===== config.mk =====
export PLATFORM = sky130hd
export DESIGN_NAME = ubdsc_ctrl
export DESIGN_NICKNAME = d
export VERILOG_FILES = /design/src/ubdsc_pkg.sv /design/src/ubdsc_baud_if.sv /design/src/ubdsc_baud_gen.sv /design/src/ubdsc_ctrl.sv
export SDC_FILE = /design/constraint.sdc
export NUM_CORES = 1
export LEC_CHECK = 0
export BUFFER_PORTS_ARGS = -buffer_cell sky130_fd_sc_hd__buf_2
export CAP_MARGIN = 20
export CELL_PAD_IN_SITES_DETAIL_PLACEMENT = 0
export CELL_PAD_IN_SITES_GLOBAL_PLACEMENT = 1
export CORE_MARGIN = 4
export CORE_UTILIZATION = 30
export CTS_CLUSTER_SIZE = 28
export DETAILED_ROUTE_END_ITERATION = 16
export GPL_TIMING_DRIVEN = 0
export PLACE_DENSITY = 0.71
export SETUP_SLACK_MARGIN = 0.15
export SLEW_MARGIN = 20
export SYNTH_ARGS = -nofsm -noshare
export SYNTH_HDL_FRONTEND = slang
export SYNTH_SLANG_ARGS = --single-unit

===== constraint.sdc =====
create_clock -name sys_clk -period 4.4 [get_ports sys_clk]
set_clock_uncertainty 0.1 [all_clocks]
set_input_delay 0.22 -clock sys_clk [delete_from_list [all_inputs] [get_ports sys_clk]]
set_output_delay 0.22 -clock sys_clk [all_outputs]
set_load 0.03 [all_outputs]

===== src/ubdsc_pkg.sv =====
/*
 * Constants for the serial channel support block: register byte offsets,
 * field positions, reset values, write-lock masks and timing counts.
 * Assumes a 32-bit AXI4-Lite register bus with word-aligned registers.
 */
package ubdsc_pkg;

	// Register byte offsets
	localparam logic [7:0] LINE_CTRL_OFS = 8'h00;
	localparam logic [7:0] INT_ENABLE_OFS = 8'h04;
	localparam logic [7:0] FIFO_CTRL_OFS = 8'h08;
	localparam logic [7:0] MODEM_CTRL_OFS = 8'h0c;
	localparam logic [7:0] ENH_FEATURE_OFS = 8'h10;
	localparam logic [7:0] DIV_LOW_OFS = 8'h14;
	localparam logic [7:0] DIV_HIGH_OFS = 8'h18;
	localparam logic [7:0] STATUS_OFS = 8'h1c;

	// Field positions
	localparam int LCR_WLEN_LSB = 0;
	localparam int LCR_BREAK_BIT = 6;
	localparam int IER_SLEEP_BIT = 4;
	localparam int FCR_FIFO_EN_BIT = 0;
	localparam int FCR_DMA_MODE_BIT = 3;
	localparam int MCR_PRESCALE_BIT = 7;
	localparam int EFR_ENHANCED_BIT = 4;

	// Reset values
	localparam logic [7:0] LINE_CTRL_RESET = 8'h1d;
	localparam logic [7:0] INT_ENABLE_RESET = 8'h00;
	localparam logic [7:0] FIFO_CTRL_RESET = 8'h00;
	localparam logic [7:0] MODEM_CTRL_RESET = 8'h00;
	localparam logic [7:0] ENH_FEATURE_RESET = 8'h00;
	localparam logic [7:0] DIVISOR_RESET = 8'h00;

	// Fields writable only with enhanced functions on
	localparam logic [7:0] MCR_LOCK_MASK = 8'he0;
	localparam logic [7:0] FCR_LOCK_MASK = 8'h30;
	localparam logic [7:0] IER_LOCK_MASK = 8'hf0;

	// Timing counts
	localparam logic [5:0] WLEN_MIN_BITS = 6'h05;
	localparam logic [5:0] TIMEOUT_MULT = 6'h04;
	localparam logic [5:0] TIMEOUT_EXTRA_BITS = 6'h0c;
	localparam logic [3:0] TICKS_PER_BIT_M1 = 4'hf;
	localparam logic [1:0] PRESCALE4_M1 = 2'h3;
	localparam logic [1:0] STRAP_SYNC_CYCLES = 2'h2;

	localparam logic [1:0] AXI_OKAY = 2'h0;
	localparam logic [1:0] AXI_SLVERR = 2'h2;

	typedef enum logic [1:0] {
		SLEEP_AWAKE = 2'b01,
		SLEEP_ASLEEP = 2'b10
	} ubdsc_sleep_type;

endpackage : ubdsc_pkg

===== src/ubdsc_baud_if.sv =====
/*
 * Carrier between the control logic and the baud generator.
 * Assumes both ends run on the same reference clock.
 */
`timescale 1ns/10ps
interface ubdsc_baud_if;
	logic [15:0] divisor;
	logic prescale4;
	logic run;
	logic tick16;
	logic bit_tick;

	modport gen (input divisor, input prescale4, input run,
		output tick16, output bit_tick);
	modport ctl (output divisor, output prescale4, output run,
		input tick16, input bit_tick);
endinterface : ubdsc_baud_if


===== src/ubdsc_baud_gen.sv =====
/*
 * Prescaler and 16-bit baud divisor giving a 16x tick and a bit tick.
 * Assumes the divisor is steady while running; zero stops all ticks.
 */
`timescale 1ns/10ps
module ubdsc_baud_gen (
	input wire logic sys_clk,
	input wire logic reset_n,
	ubdsc_baud_if.gen baud
);

	logic [1:0] pre_cnt_q;
	logic [15:0] div_cnt_q;
	logic [3:0] sub_cnt_q;
	logic pre_tick;
	logic div_hit;

	assign pre_tick = !baud.prescale4 || (pre_cnt_q == ubdsc_pkg::PRESCALE4_M1);
	// Compare with >= so a divisor lowered mid-count cannot stall for 2^16
	assign div_hit = pre_tick && (div_cnt_q >= baud.divisor - 16'h0001);

	always_ff @(posedge sys_clk or negedge reset_n) begin
		if (!reset_n) begin
			pre_cnt_q <= 2'h0;
		end else if (!baud.run) begin
			pre_cnt_q <= 2'h0;
		end else begin
			pre_cnt_q <= pre_tick ? 2'h0 : pre_cnt_q + 2'h1;
		end
	end

	// Divisor counter; a zero divisor never produces a tick
	always_ff @(posedge sys_clk or negedge reset_n) begin
		if (!reset_n) begin
			div_cnt_q <= 16'h0000;
		end else if (!baud.run || baud.divisor == 16'h0000) begin
			div_cnt_q <= 16'h0000;
		end else if (pre_tick) begin
			div_cnt_q <= div_hit ? 16'h0000 : div_cnt_q + 16'h0001;
		end
	end

	always_ff @(posedge sys_clk or negedge reset_n) begin
		if (!reset_n) begin
			baud.tick16 <= 1'b0;
			baud.bit_tick <= 1'b0;
			sub_cnt_q <= 4'h0;
		end else begin
			baud.tick16 <= baud.run && baud.divisor != 16'h0000 && div_hit;
			baud.bit_tick <= baud.run && baud.divisor != 16'h0000 && div_hit
				&& sub_cnt_q == ubdsc_pkg::TICKS_PER_BIT_M1;
			if (!baud.run) begin
				sub_cnt_q <= 4'h0;
			end else if (baud.divisor != 16'h0000 && div_hit) begin
				sub_cnt_q <= sub_cnt_q + 4'h1;
			end
		end
	end

endmodule : ubdsc_baud_gen


===== src/ubdsc_ctrl.sv =====
/*
 * Serial channel support: receive timeout, break, baud control, DMA
 * request signalling, sleep and the enhanced-function write lock, with
 * an AXI4-Lite register slave. Assumes FIFO and shifter logic on the same
 * clock supply counts and pulses; line and strap pins are asynchronous.
 */
`timescale 1ns/10ps
module ubdsc_ctrl #(
	parameter int FIFO_DEPTH = 64,
	parameter int CNT_W = 7,
	parameter int MODEM_W = 4
) (
	input wire logic sys_clk,
	input wire logic reset_n,
	input wire logic [7:0] s_axi_awaddr,
	input wire logic s_axi_awvalid,
	output logic s_axi_awready,
	input wire logic [31:0] s_axi_wdata,
	input wire logic [3:0] s_axi_wstrb,
	input wire logic s_axi_wvalid,
	output logic s_axi_wready,
	output logic [1:0] s_axi_bresp,
	output logic s_axi_bvalid,
	input wire logic s_axi_bready,
	input wire logic [7:0] s_axi_araddr,
	input wire logic s_axi_arvalid,
	output logic s_axi_arready,
	output logic [31:0] s_axi_rdata,
	output logic [1:0] s_axi_rresp,
	output logic s_axi_rvalid,
	input wire logic s_axi_rready,
	input wire logic serial_in,
	input wire logic [MODEM_W-1:0] modem_in,
	input wire logic prescale_select_pin,
	input wire logic tx_serial_data,
	output logic serial_out,
	input wire logic [CNT_W-1:0] rx_fifo_count,
	input wire logic [CNT_W-1:0] tx_fifo_count,
	input wire logic [CNT_W-1:0] rx_trigger_level,
	input wire logic [CNT_W-1:0] tx_trigger_spaces,
	input wire logic tx_shift_empty,
	input wire logic rx_error_in_fifo,
	input wire logic other_int_pending,
	input wire logic rx_fifo_read,
	input wire logic tx_fifo_write,
	output logic baud_tick16,
	output logic bit_tick,
	output logic uart_clock_run,
	output logic rx_timeout,
	output logic tx_dma_request_n,
	output logic rx_dma_request_n,
	output logic sleeping,
	output logic [7:0] line_control,
	output logic [7:0] fifo_control
);

	localparam logic [CNT_W-1:0] DEPTH = CNT_W'(FIFO_DEPTH);
	localparam logic [CNT_W-1:0] CNT_ZERO = '0;

	ubdsc_baud_if baud ();

	logic [7:0] line_control_reg_q;
	logic [7:0] interrupt_enable_reg_q;
	logic [7:0] fifo_control_reg_q;
	logic [7:0] modem_control_reg_q;
	logic [7:0] enhanced_feature_reg_q;
	logic [7:0] divisor_low_byte_q;
	logic [7:0] divisor_high_byte_q;

	logic aw_have_q;
	logic w_have_q;
	logic [7:0] aw_addr_q;
	logic [7:0] w_data_q;
	logic w_lane0_q;
	logic bvalid_q;
	logic [1:0] bresp_q;
	logic rvalid_q;
	logic [31:0] rdata_q;
	logic [1:0] rresp_q;
	logic do_write;
	logic [7:0] wr_sel;
	logic enhanced_on;

	logic [1:0] rx_sync_q;
	logic rx_prev_q;
	logic [MODEM_W-1:0] modem_sync1_q;
	logic [MODEM_W-1:0] modem_sync2_q;
	logic [MODEM_W-1:0] modem_prev_q;
	logic [1:0] strap_sync_q;
	logic [1:0] strap_wait_q;
	logic strap_done_q;

	logic [5:0] idle_bits_q;
	logic [5:0] timeout_limit;
	logic timeout_hit;
	logic rx_timeout_q;
	logic serial_out_q;
	logic tx_req_n_q;
	logic rx_req_n_q;
	logic block_mode;
	logic [CNT_W-1:0] tx_free;
	logic sleep_enable;
	logic sleep_ready;
	logic wake_event;
	ubdsc_pkg::ubdsc_sleep_type sleep_q;

	// One-hot register select; zero means unmapped
	function automatic logic [7:0] reg_select(input logic [7:0] addr);
		reg_select = {addr == ubdsc_pkg::STATUS_OFS,
			addr == ubdsc_pkg::DIV_HIGH_OFS,
			addr == ubdsc_pkg::DIV_LOW_OFS,
			addr == ubdsc_pkg::ENH_FEATURE_OFS,
			addr == ubdsc_pkg::MODEM_CTRL_OFS,
			addr == ubdsc_pkg::FIFO_CTRL_OFS,
			addr == ubdsc_pkg::INT_ENABLE_OFS,
			addr == ubdsc_pkg::LINE_CTRL_OFS};
	endfunction : reg_select

	// Locked bits keep their old value unless enhanced functions are on
	function automatic logic [7:0] locked_write(input logic [7:0] old_val,
		input logic [7:0] new_val, input logic [7:0] mask, input logic open);
		logic [7:0] keep;
		keep = open ? 8'h00 : mask;
		locked_write = (new_val & ~keep) | (old_val & keep);
	endfunction : locked_write

	// AXI4-Lite write channel
	assign s_axi_awready = !aw_have_q && !bvalid_q;
	assign s_axi_wready = !w_have_q && !bvalid_q;
	assign s_axi_bvalid = bvalid_q;
	assign s_axi_bresp = bresp_q;
	assign do_write = aw_have_q && w_have_q && !bvalid_q;
	assign wr_sel = reg_select(aw_addr_q) & {8{do_write && w_lane0_q}};
	assign enhanced_on = enhanced_feature_reg_q[ubdsc_pkg::EFR_ENHANCED_BIT];

	always_ff @(posedge sys_clk or negedge reset_n) begin
		if (!reset_n) begin
			aw_have_q <= 1'b0;
			w_have_q <= 1'b0;
			aw_addr_q <= 8'h00;
			w_data_q <= 8'h00;
			w_lane0_q <= 1'b0;
			bvalid_q <= 1'b0;
			bresp_q <= ubdsc_pkg::AXI_OKAY;
		end else begin
			if (s_axi_awvalid && s_axi_awready) begin
				aw_have_q <= 1'b1;
				aw_addr_q <= s_axi_awaddr;
			end
			if (s_axi_wvalid && s_axi_wready) begin
				w_have_q <= 1'b1;
				w_data_q <= s_axi_wdata[7:0];
				w_lane0_q <= s_axi_wstrb[0];
			end
			if (do_write) begin
				aw_have_q <= 1'b0;
				w_have_q <= 1'b0;
				bvalid_q <= 1'b1;
				bresp_q <= (reg_select(aw_addr_q) == 8'h00) ?
					ubdsc_pkg::AXI_SLVERR : ubdsc_pkg::AXI_OKAY;
			end else if (bvalid_q && s_axi_bready) begin
				bvalid_q <= 1'b0;
			end
		end
	end

	// Control registers
	always_ff @(posedge sys_clk or negedge reset_n) begin
		if (!reset_n) begin
			line_control_reg_q <= ubdsc_pkg::LINE_CTRL_RESET;
			interrupt_enable_reg_q <= ubdsc_pkg::INT_ENABLE_RESET;
			fifo_control_reg_q <= ubdsc_pkg::FIFO_CTRL_RESET;
			enhanced_feature_reg_q <= ubdsc_pkg::ENH_FEATURE_RESET;
			divisor_low_byte_q <= ubdsc_pkg::DIVISOR_RESET;
			divisor_high_byte_q <= ubdsc_pkg::DIVISOR_RESET;
		end else begin
			if (wr_sel[0]) line_control_reg_q <= w_data_q;
			if (wr_sel[1]) begin
				interrupt_enable_reg_q <= locked_write(interrupt_enable_reg_q,
					w_data_q, ubdsc_pkg::IER_LOCK_MASK, enhanced_on);
			end
			if (wr_sel[2]) begin
				fifo_control_reg_q <= locked_write(fifo_control_reg_q,
					w_data_q, ubdsc_pkg::FCR_LOCK_MASK, enhanced_on);
			end
			if (wr_sel[4]) enhanced_feature_reg_q <= w_data_q;
			if (wr_sel[5]) divisor_low_byte_q <= w_data_q;
			if (wr_sel[6]) divisor_high_byte_q <= w_data_q;
		end
	end

	// Modem control; prescale strap caught once the pin is synchronised
	always_ff @(posedge sys_clk or negedge reset_n) begin
		if (!reset_n) begin
			modem_control_reg_q <= ubdsc_pkg::MODEM_CTRL_RESET;
			strap_wait_q <= 2'h0;
			strap_done_q <= 1'b0;
		end else begin
			if (!strap_done_q && strap_wait_q != ubdsc_pkg::STRAP_SYNC_CYCLES) begin
				strap_wait_q <= strap_wait_q + 2'h1;
			end
			if (wr_sel[3]) begin
				modem_control_reg_q <= locked_write(modem_control_reg_q,
					w_data_q, ubdsc_pkg::MCR_LOCK_MASK, enhanced_on);
			end else if (!strap_done_q
				&& strap_wait_q == ubdsc_pkg::STRAP_SYNC_CYCLES) begin
				modem_control_reg_q[ubdsc_pkg::MCR_PRESCALE_BIT] <=
					strap_sync_q[1];
			end
			if (strap_wait_q == ubdsc_pkg::STRAP_SYNC_CYCLES) strap_done_q <= 1'b1;
		end
	end

	// AXI4-Lite read channel
	assign s_axi_arready = !rvalid_q;
	assign s_axi_rvalid = rvalid_q;
	assign s_axi_rdata = rdata_q;
	assign s_axi_rresp = rresp_q;

	always_ff @(posedge sys_clk or negedge reset_n) begin
		if (!reset_n) begin
			rvalid_q <= 1'b0;
			rdata_q <= 32'h00000000;
			rresp_q <= ubdsc_pkg::AXI_OKAY;
		end else if (s_axi_arvalid && s_axi_arready) begin
			rvalid_q <= 1'b1;
			rresp_q <= ubdsc_pkg::AXI_OKAY;
			unique case (reg_select(s_axi_araddr))
				8'h01: rdata_q <= {24'h000000, line_control_reg_q};
				8'h02: rdata_q <= {24'h000000, interrupt_enable_reg_q};
				8'h04: rdata_q <= {24'h000000, fifo_control_reg_q};
				8'h08: rdata_q <= {24'h000000, modem_control_reg_q};
				8'h10: rdata_q <= {24'h000000, enhanced_feature_reg_q};
				8'h20: rdata_q <= {24'h000000, divisor_low_byte_q};
				8'h40: rdata_q <= {24'h000000, divisor_high_byte_q};
				8'h80: rdata_q <= {27'h0000000, sleeping, rx_timeout_q,
					!rx_req_n_q, !tx_req_n_q, baud.prescale4};
				default: begin
					rdata_q <= 32'h00000000;
					rresp_q <= ubdsc_pkg::AXI_SLVERR;
				end
			endcase
		end else if (rvalid_q && s_axi_rready) begin
			rvalid_q <= 1'b0;
		end
	end

	// Pin synchronisers
	always_ff @(posedge sys_clk or negedge reset_n) begin
		if (!reset_n) begin
			rx_sync_q <= 2'b11;
			rx_prev_q <= 1'b1;
			modem_sync1_q <= '0;
			modem_sync2_q <= '0;
			modem_prev_q <= '0;
			strap_sync_q <= 2'b00;
		end else begin
			rx_sync_q <= {rx_sync_q[0], serial_in};
			rx_prev_q <= rx_sync_q[1];
			modem_sync1_q <= modem_in;
			modem_sync2_q <= modem_sync1_q;
			modem_prev_q <= modem_sync2_q;
			strap_sync_q <= {strap_sync_q[0], prescale_select_pin};
		end
	end

	// Baud generator shared by transmitter and receiver
	assign baud.divisor = {divisor_high_byte_q, divisor_low_byte_q};
	assign baud.prescale4 = modem_control_reg_q[ubdsc_pkg::MCR_PRESCALE_BIT];
	assign baud.run = (sleep_q == ubdsc_pkg::SLEEP_AWAKE);
	assign baud_tick16 = baud.tick16;
	assign bit_tick = baud.bit_tick;
	assign uart_clock_run = baud.run;

	ubdsc_baud_gen u_baud_gen (
		.sys_clk(sys_clk),
		.reset_n(reset_n),
		.baud(baud)
	);

	// Break forces the line low
	always_ff @(posedge sys_clk or negedge reset_n) begin
		if (!reset_n) begin
			serial_out_q <= 1'b1;
		end else begin
			serial_out_q <= line_control_reg_q[ubdsc_pkg::LCR_BREAK_BIT] ?
				1'b0 : tx_serial_data;
		end
	end
	assign serial_out = serial_out_q;
	assign line_control = line_control_reg_q;
	assign fifo_control = fifo_control_reg_q;

	// Receive timeout: idle bit times counted while data is waiting
	assign timeout_limit = ubdsc_pkg::TIMEOUT_MULT * (ubdsc_pkg::WLEN_MIN_BITS
		+ {4'h0, line_control_reg_q[ubdsc_pkg::LCR_WLEN_LSB +: 2]})
		+ ubdsc_pkg::TIMEOUT_EXTRA_BITS;
	// Event on the bit time that reaches the limit, so a read can clear it
	assign timeout_hit = baud.bit_tick && rx_sync_q[1]
		&& idle_bits_q == timeout_limit - 6'h01
		&& rx_fifo_count != CNT_ZERO;

	always_ff @(posedge sys_clk or negedge reset_n) begin
		if (!reset_n) begin
			idle_bits_q <= 6'h00;
		end else if (!rx_sync_q[1] || rx_fifo_count == CNT_ZERO
			|| rx_fifo_read) begin
			idle_bits_q <= 6'h00;
		end else if (baud.bit_tick && idle_bits_q != timeout_limit) begin
			idle_bits_q <= idle_bits_q + 6'h01;
		end
	end

	// Set wins over the clear from a read or an empty FIFO
	always_ff @(posedge sys_clk or negedge reset_n) begin
		if (!reset_n) begin
			rx_timeout_q <= 1'b0;
		end else if (timeout_hit) begin
			rx_timeout_q <= 1'b1;
		end else if (rx_fifo_read || rx_fifo_count == CNT_ZERO) begin
			rx_timeout_q <= 1'b0;
		end
	end
	assign rx_timeout = rx_timeout_q;

	// DMA request signalling
	assign block_mode = fifo_control_reg_q[ubdsc_pkg::FCR_DMA_MODE_BIT]
		&& fifo_control_reg_q[ubdsc_pkg::FCR_FIFO_EN_BIT];
	assign tx_free = DEPTH - tx_fifo_count;

	always_ff @(posedge sys_clk or negedge reset_n) begin
		if (!reset_n) begin
			tx_req_n_q <= 1'b0;
		end else if (!block_mode) begin
			tx_req_n_q <= tx_fifo_count != CNT_ZERO;
		end else if (tx_fifo_count == DEPTH) begin
			tx_req_n_q <= 1'b1;
		end else if (tx_free >= tx_trigger_spaces) begin
			tx_req_n_q <= 1'b0;
		end
	end

	always_ff @(posedge sys_clk or negedge reset_n) begin
		if (!reset_n) begin
			rx_req_n_q <= 1'b1;
		end else if (!block_mode) begin
			rx_req_n_q <= rx_fifo_count == CNT_ZERO;
		end else if (rx_fifo_count == CNT_ZERO || rx_error_in_fifo) begin
			rx_req_n_q <= 1'b1;
		end else if (rx_fifo_count >= rx_trigger_level || rx_timeout_q) begin
			rx_req_n_q <= 1'b0;
		end
	end
	assign tx_dma_request_n = tx_req_n_q;
	assign rx_dma_request_n = rx_req_n_q;

	// Sleep control
	assign sleep_enable = enhanced_on
		&& interrupt_enable_reg_q[ubdsc_pkg::IER_SLEEP_BIT];
	assign sleep_ready = rx_sync_q[1] && rx_prev_q
		&& tx_fifo_count == CNT_ZERO && tx_shift_empty
		&& rx_fifo_count == CNT_ZERO && !other_int_pending;
	assign wake_event = (rx_sync_q[1] != rx_prev_q)
		|| (modem_sync2_q != modem_prev_q) || tx_fifo_write;

	always_ff @(posedge sys_clk or negedge reset_n) begin
		if (!reset_n) begin
			sleep_q <= ubdsc_pkg::SLEEP_AWAKE;
		end else begin
			unique case (sleep_q)
				ubdsc_pkg::SLEEP_AWAKE: begin
					if (sleep_enable && sleep_ready && !wake_event) begin
						sleep_q <= ubdsc_pkg::SLEEP_ASLEEP;
					end
				end
				ubdsc_pkg::SLEEP_ASLEEP: begin
					if (!sleep_enable || wake_event) begin
						sleep_q <= ubdsc_pkg::SLEEP_AWAKE;
					end
				end
				default: sleep_q <= ubdsc_pkg::SLEEP_AWAKE;
			endcase
		end
	end
	assign sleeping = (sleep_q == ubdsc_pkg::SLEEP_ASLEEP);
endmodule : ubdsc_ctrl


==> metrics.txt, run 1 <==
status completed; first-pass GRT wire length 30210 µm; Worst-path clk slew 0.06 ns; Synth area leader dfrtp_1; relative slew slack 42.72%; highest-count cells in the layout ignoring fill and taps 133 x dfrtp_1, 107 x buf_2, 71 x mux2_2; complex-gate fraction of the synthesized area 7.605%; n_diodes 0; cell family with most CP delay simple AND/OR/NAND/NOR gates; largest net degree at the start of global routing 83; DR vias 5612; Root Buffer clkbuf_16; post-route insts no fill 1223; DP Area 8713 µm²; RSZ-0062 raised after global routing no; Setup Buffers After CTS 0; leakage 4.755 nW; Avg Vias per Cell 4.589; Register-to-Register Path Depth 15; Final Hold Vio Count 0; CP max FO 6; First-pass DRT Iterations 4; FMAX 254.4 MHz; CP max stage cell or4_1; worst path bufs/invs 3; synthesized cell area 7634 µm²; die height 167.5 µm; main combinational cell family by area after synthesis simple AND/OR/NAND/NOR gates; drt initial violations 250; minimum clock period 3.931 ns; CORE AREA 25110 µm²; Rows 58; Post-synth EDFFs 0; Residual DRC 0; WL met1 8018 µm; ys async rst share 100.0%; area of the multi-input gates 3771 µm²; design area 9618 µm²; Synth area leaders dfrtp_1 44%, mux2_2 10%, ha_1 7.0%; startpoint of the worst hold path rx_fifo_count[0]; simple-gate portion of the synthesized area 14.87%; FF-to-FF Start divisor_low_byte_q[0]$_DFFE_PN0P_; met3 routed WL 736 µm; Initial Util 30.40%; Worst Hold Class input port to flop; Yosys reg bits 143; post-synthesis adder-cell area fraction 7.048%; Syn-to-layout area delta 26.00%; final-layout fill cell count 2516; Final #Nets 1022; Inserted Clock Buffers 17; post-DP HPWL 13750 µm; WS Path Type flop to flop; final worst path period share 89.34%; CTS tree built; Post-Syn Area per Cell 10.94 µm²; Synth Area in XOR/XNOR 5.048%; io pins 164; Critical Path RT 4.59 ns; WHS Endpoint rx_timeout$_DFFE_PN0P_; CP Launch Type flop; mux cell area share after synthesis 13.16%; cell count after synthesis 698; Max-Cap Viols 0; IR Drop Worst-Case VDD 302.5 µV; post-route ant nets 0; Final Setup Violations 0; vias in the first global route 5665; hold_ws 0.05442 ns; crit end category flop; Placement Setup Slack 0.1477 ns; grt total ovfl 0; drt wl/cell 14.97 µm; Cells on Worst Hold Path 3; Top FF cell, synth dfrtp_1; max layer used met5; Synth top area share 43.60%; clock tree sinks 143; pwr dens 467.4 nW/µm²; Yosys cell types 61; initial antenna violation count 1; met2 wire len 9137 µm; routed wire length 18310 µm; PortBufs 107; worst-path cell chain inv_1, ha_1, nor4b_2, nand2_1, or4_1, xor2_1, ha_1, nand4_1, nor3_2, o2111ai_1, and3_1, clkbuf_1, or3_1, clkbuf_1, mux2i_1; first element of the critical path divisor_low_byte_q[0]$_DFFE_PN0P_; fin. max-slew vios 0; clk_lat worst skew 0.42 ns; Final WS setup 0.4691 ns; gpl congestion 0.7962; Reg2Reg Setup Slack 0.47 ns; H-tree levels 4; Crit path largest cell delay 0.45 ns; Synth warnings 0; TNS Setup 0 ns; Critical Path AT 4.12 ns; placed cells 1161; Die ar. 28060 µm²; Sequential Area 3591 µm²; Reg-to-Reg End u_baud_gen.sub_cnt_q[1]$_DFFE_PN0P_; leading cell type in the layout, fill and taps excluded dfrtp_1; chip width 167.5 µm; Max clock buf depth 2; post-synthesis sequential area ratio 47.04%; Slew @ Worst Pin 0.8513 ns; Total GRT Usage 13.32%; share of cells above drive strength 1 30.24%
## layer usage
layer  global-route usage, %  up-vias
met1                   16.81     2695
met4                   4.058        2
met3                   3.258       23
met2                   22.63      103
li1                        -     2789
met5                       0        -
## layout make-up
type                       count  area share [%]
clock inverter                14           1.405
timing repair buffer         138           9.080
clock buffer                  18           4.566
buffer                        48           2.940
tap                          330           4.293
sequential                   143           37.34
inverter                      30           1.171
multi-input combinational    502           39.21
## flip-flops by register name, indices dropped and copies added, names as in the netlist, 4 cells and up, named ones only
signal                  flops
u_baud_gen.div_cnt_q       16
aw_addr_q                   8
divisor_high_byte_q         8
divisor_low_byte_q          8
enhanced_feature_reg_q      8
line_control                8
s_axi_rdata                 8
w_data_q                    8
fifo_control                6
idle_bits_q                 6
modem_control_reg_q         5
interrupt_enable_reg_q      4
modem_prev_q                4
modem_sync1_q               4
modem_sync2_q               4
u_baud_gen.sub_cnt_q        4
## how the worst max path moves through the flow
stage                     depth (start not counted)  slack [ns]                                    to
after floorplan                                  13        0.77   u_baud_gen.sub_cnt_q[0]$_DFFE_PN0P_
after global placement                           13        0.10  u_baud_gen.div_cnt_q[13]$_DFFE_PN0P_
after detailed placement                         13        0.15   u_baud_gen.div_cnt_q[9]$_DFFE_PN0P_
after CTS                                        14        0.16   u_baud_gen.sub_cnt_q[1]$_DFFE_PN0P_
after global routing                             15        0.18   u_baud_gen.sub_cnt_q[1]$_DFFE_PN0P_
final                                            15        0.47   u_baud_gen.sub_cnt_q[1]$_DFFE_PN0P_
## logic make-up (layout without fill, tap and decap cells)
group | Yosys count | after routing
adder cells (fa/ha/maj) | 43 | 43
XOR/XNOR | 44 | 44
AO/OA/AOI/OAI | 88 | 88
flip-flops | 143 | 143
buffers and inverters | 78 | 248
multiplexers | 88 | 88
AND/OR/NAND/NOR | 213 | 213
other | 1 | 26
## cells in the mapped netlist, types with 2 or more instances
cell and instances:
or2_2 2, a221o_1 3, and2_1 4, nor2_1 49
or3_1 5, o31ai_1 3, mux2_2 71, xnor2_1 20
dfrtp_1 133, a21oi_1 19, o221ai_1 2, nor2b_1 14
ha_1 43, clkbuf_1 19, mux2_4 2, nor3_1 17
nand2b_1 8, xor2_1 24, nand4_1 16, nor3b_4 2
mux4_2 2, buf_4 27, and3_1 13, o21ai_0 25
nand3b_1 3, nor4_1 9, o211ai_1 7, dfstp_2 10
or4_4 2, or3b_2 2, nand4b_1 2, o21a_1 3
a211oi_1 3, nand3_1 13, mux2i_1 13, a32oi_1 2
or4_1 3, a21o_1 3, nand2_1 43, inv_1 29
a22o_1 7, a31oi_1 2
## per-stage QoR
step           power, W  utilization, %
2_1_floorplan  0.002669               -
3_3_place_gp   0.003048           34.55
6_report       0.004495           38.30
5_1_grt        0.004778           38.30
3_5_place_dp   0.003082           34.70
4_1_cts        0.004524           38.20
## where the power goes
part	leakage (nW)	switching [W]	internal, W
clock	0.286	0.000630	0.000768
combinational	2.61	0.000798	0.000579
sequential	1.86	0.000221	0.00150
total	4.75	0.00165	0.00285
## what timing repair did
action / 4_1_cts / 5_1_grt
endpoints found under the hold margin: 87 / 0
hold buffers: 30 / 0
gates resized for setup: 1 / 4
endpoints found under the setup margin: 9 / 21
## tightest hold or removal path: cells and delay by family
kind,cells,cell delay [ns]
and+or+nand+nor,1,0.10
AOI/OAI and AO/OA,1,0.13
buffers and inverters,1,0.08
Power figures use the tool's default switching activity.
==> inputs of run 2 (changes only) <==
Settings changed: PLACE_DENSITY 0.71 to 0.7, SYNTH_HIERARCHICAL from default to 1.
==> metrics.txt, run 2 <==
Worst Hold Class input port to flop; post-route ant nets 0 (unchanged); Synth area leaders dfrtp_1 43%, mux2_2 10%, ha_1 6.9%; PortBufs 110 (+2.8%); Avg Vias per Cell 4.666 (+1.7%); gpl congestion 0.8234 (+3.4%); CORE AREA 25330 µm² (+0.87%); synthesized cell area 7756 µm² (+1.6%); met3 usage in global routing 2.872% (-0.39 points); crit end category flop; minimum clock period 3.874 ns (-0.05658 ns); Syn-to-layout area delta 26.63%; vias in the first global route 5612 (-0.94%); P_int 0.003004 W (+5.5%); Max clock buf depth 2 (unchanged); Final #Nets 1026 (+0.39%); Synth top area share 42.91% (-0.69 points); highest-count cells in the layout ignoring fill and taps 133 x dfrtp_1, 112 x buf_2, 69 x mux2_2; io pins 164 (unchanged); share of cells above drive strength 1 31.55% (+1.3 points); Final Hold Vio Count 0 (unchanged); Max-Cap Viols 0 (unchanged); post-DP HPWL 14420 µm (+4.9%); initial antenna violation count 0 (-1); Crit path largest cell delay 0.59 ns (+0.14 ns); Reg2Reg Setup Slack 0.53 ns (+0.06 ns); CP Launch Type flop; worst-path cell chain or4_4, nor3_1, nand2_1, nor4_2, xnor2_1, ha_1, nand4_1, nor2_1, a311oi_1, and4_1, clkbuf_1, a31oi_2, buf_2, nor2_1; CP max stage cell or4_4; most numerous cell in the Yosys netlist dfrtp_1; Power Total 0.004592 W (+2.2%); CP max FO 10 (+4); gr busiest metal met2; area of the multi-input gates 3872 µm² (+2.7%); Root Buffer clkbuf_16; First-pass DRT Iterations 4 (unchanged); status completed; Synth warnings 6 (+6); clk_lat worst skew 0.43 ns (about the same); Final WS setup 0.5257 ns (+0.05658 ns); TNS Setup 0 ns (unchanged); commonest cells in the netlist 133 x dfrtp_1, 69 x mux2_2, 57 x nor2_1, 43 x ha_1, 37 x nand2_1; DR vias 5725 (+2.0%); drt initial violations 247 (-1.2%); WS Path Type flop to flop; Residual DRC 0 (unchanged); grt total ovfl 0 (unchanged); hold_ws 0.04422 ns (-0.01020 ns); n_diodes 0 (unchanged); Yosys cell types 66 (+8.2%); Top FF cell, synth dfrtp_1; routed wire length 19430 µm (+6.1%); Synth area leader dfrtp_1; Initial Util 30.62% (+0.22 points); most used cell, CP nor2_1; RSZ-0062 raised after global routing no; Rows 58 (unchanged); clock tree sinks 143 (unchanged); post-synthesis sequential area ratio 46.30% (-0.74 points); Comb power frac 29.4% (-1.2 points); leakage 4.688 nW (-1.4%); FMAX 258.1 MHz (+1.5%); met2 usage 21.30% (-1.3 points); Largest register FFs 16 (unchanged); CTS tree built; Slew @ Worst Pin 0.9059 ns (+0.05454 ns); Critical Path AT 4.13 ns (about the same); clock share of power 33.0% (+1.9 points); switching power 0.001589 W (-3.7%); Placement Setup Slack 0.3768 ns (+0.2291 ns); ys async rst share 100.0% (unchanged); IR Drop Worst-Case VDD 251.9 µV (-17%); Most flops, register u_baud_gen/div_cnt_q; largest net degree at the start of global routing 97 (+17%); Final Setup Violations 0 (unchanged); leading cell type in the layout, fill and taps excluded dfrtp_1; Die ar. 28490 µm² (+1.5%); Critical Path RT 4.66 ns (+0.07 ns); fin. max-slew vios 0 (unchanged); final-layout fill cell count 2498 (-0.72%); cell count after synthesis 696 (-0.29%); Finished Core Util 38.78% (+0.48 points); Inserted Clock Buffers 17 (unchanged); Flop pwr share 37.6% (-0.7 points); H-tree levels 4 (unchanged); Sequential Area 3591 µm² (unchanged); pwr dens 467.6 nW/µm² (about the same); Post-Syn Area per Cell 11.14 µm² (+1.9%); GR Util met1 20.20% (+3.4 points); Yosys reg bits 143 (unchanged); Post-synth EDFFs 0 (unchanged); Total GRT Usage 13.99% (+0.68 points); chip width 168.8 µm (+0.76%); switch share 34.59% (-2.1 points); first-pass GRT wire length 31530 µm (+4.4%); final worst path period share 88.05% (-1.3 points); die height 168.8 µm (+0.76%); Worst-path clk slew 0.06 ns (about the same); relative slew slack 39.39% (-3.3 points); drt wl/cell 15.84 µm (+5.8%)
==> run 2: cell types whose count changed after synthesis, moves of 7 or more <==
cell / delta
xnor2_1: +16
a21oi_1: +8
o21ai_0: -10
and3_1: -7
xor2_1: -15
nor2_1: +8
==> run 2: worst max-delay path: cells and delay by family (launching register included) <==
family / cells / cell delay, ns
and+or+nand+nor: 8 / 1.85
buffers and inverters: 2 / 0.53
AOI/OAI and AO/OA: 2 / 0.46
DFF: 1 / 0.44
adders and majority gates: 1 / 0.26
xor gates and xnor gates: 1 / 0.16
==> run 2: final cells by class <==
| class | instances | area share [%] |
|---|---|---|
| flip-flops and latches | 143 | 36.56 |
| plain buffers | 46 | 2.904 |
| clock buffers | 18 | 4.471 |
| inverters | 33 | 1.261 |
| clock inverters | 14 | 1.822 |
| repair buffers | 144 | 9.350 |
| multi-input cells | 499 | 39.43 |
| well taps | 330 | 4.204 |
==> run 2: final timing paths <==
check                                                  startpoint                             endpoint  cells past startpoint
max in group asynchronous                                 reset_n                  rx_prev_q$_DFF_PN1_                      3
worst min register to register         modem_sync1_q[2]$_DFF_PN0_           modem_sync2_q[2]$_DFF_PN0_                      0
worst min-delay path                             rx_fifo_count[0]               rx_timeout$_DFFE_PN0P_                      3
worst max-delay path            divisor_low_byte_q[6]$_DFFE_PN0P_  u_baud_gen/div_cnt_q[5]$_DFFE_PN0P_                     14
worst max register to register  divisor_low_byte_q[6]$_DFFE_PN0P_  u_baud_gen/div_cnt_q[5]$_DFFE_PN0P_                     14
min in group asynchronous                                 reset_n     u_baud_gen/baud.tick16$_DFF_PN0_                      2
==> run 2: timing repair <==
action / in CTS / in global routing
hold endpoints to repair: 80 / 0
endpoints found under the setup margin: 0 / 14
setup buffers: 0 / 0
gates resized for setup: 0 / 3
hold buffers: 33 / 0
==> run 2: kinds of logic after synthesis <==
group                    synth area share [%]
AO/OA/AOI/OAI                           6.436
flip-flops                              46.30
buffers and inverters                   5.275
XOR/XNOR                                5.372
adder cells (fa/ha/maj)                 6.937
AND/OR/NAND/NOR                         15.45
multiplexers                            14.18
other                                 0.04835
==> run 2: routing by layer <==
metal	wire length, µm	vias to the layer above
met1	9591	2780
li1	-	2788
met3	985	16
met5	0	-
met4	230	0
met2	8623	141
==> run 2: power by group through the flow <==
stage               Clock [W]  Sequential (W)  Combinational [W]
finish                0.00151         0.00173            0.00135
global route          0.00162         0.00176            0.00150
CTS                   0.00156         0.00173            0.00135
detailed placement          0         0.00176            0.00132
global placement            0         0.00175            0.00131
floorplan                   0         0.00174           0.000929
==> run 2: stage by stage <==
stage,std cells,instance area (µm²)
global route,1227,9822
finish,1227,9822
detailed placement,1162,8856
global placement,1161,8813
CTS,1227,9804
floorplan,721,7850
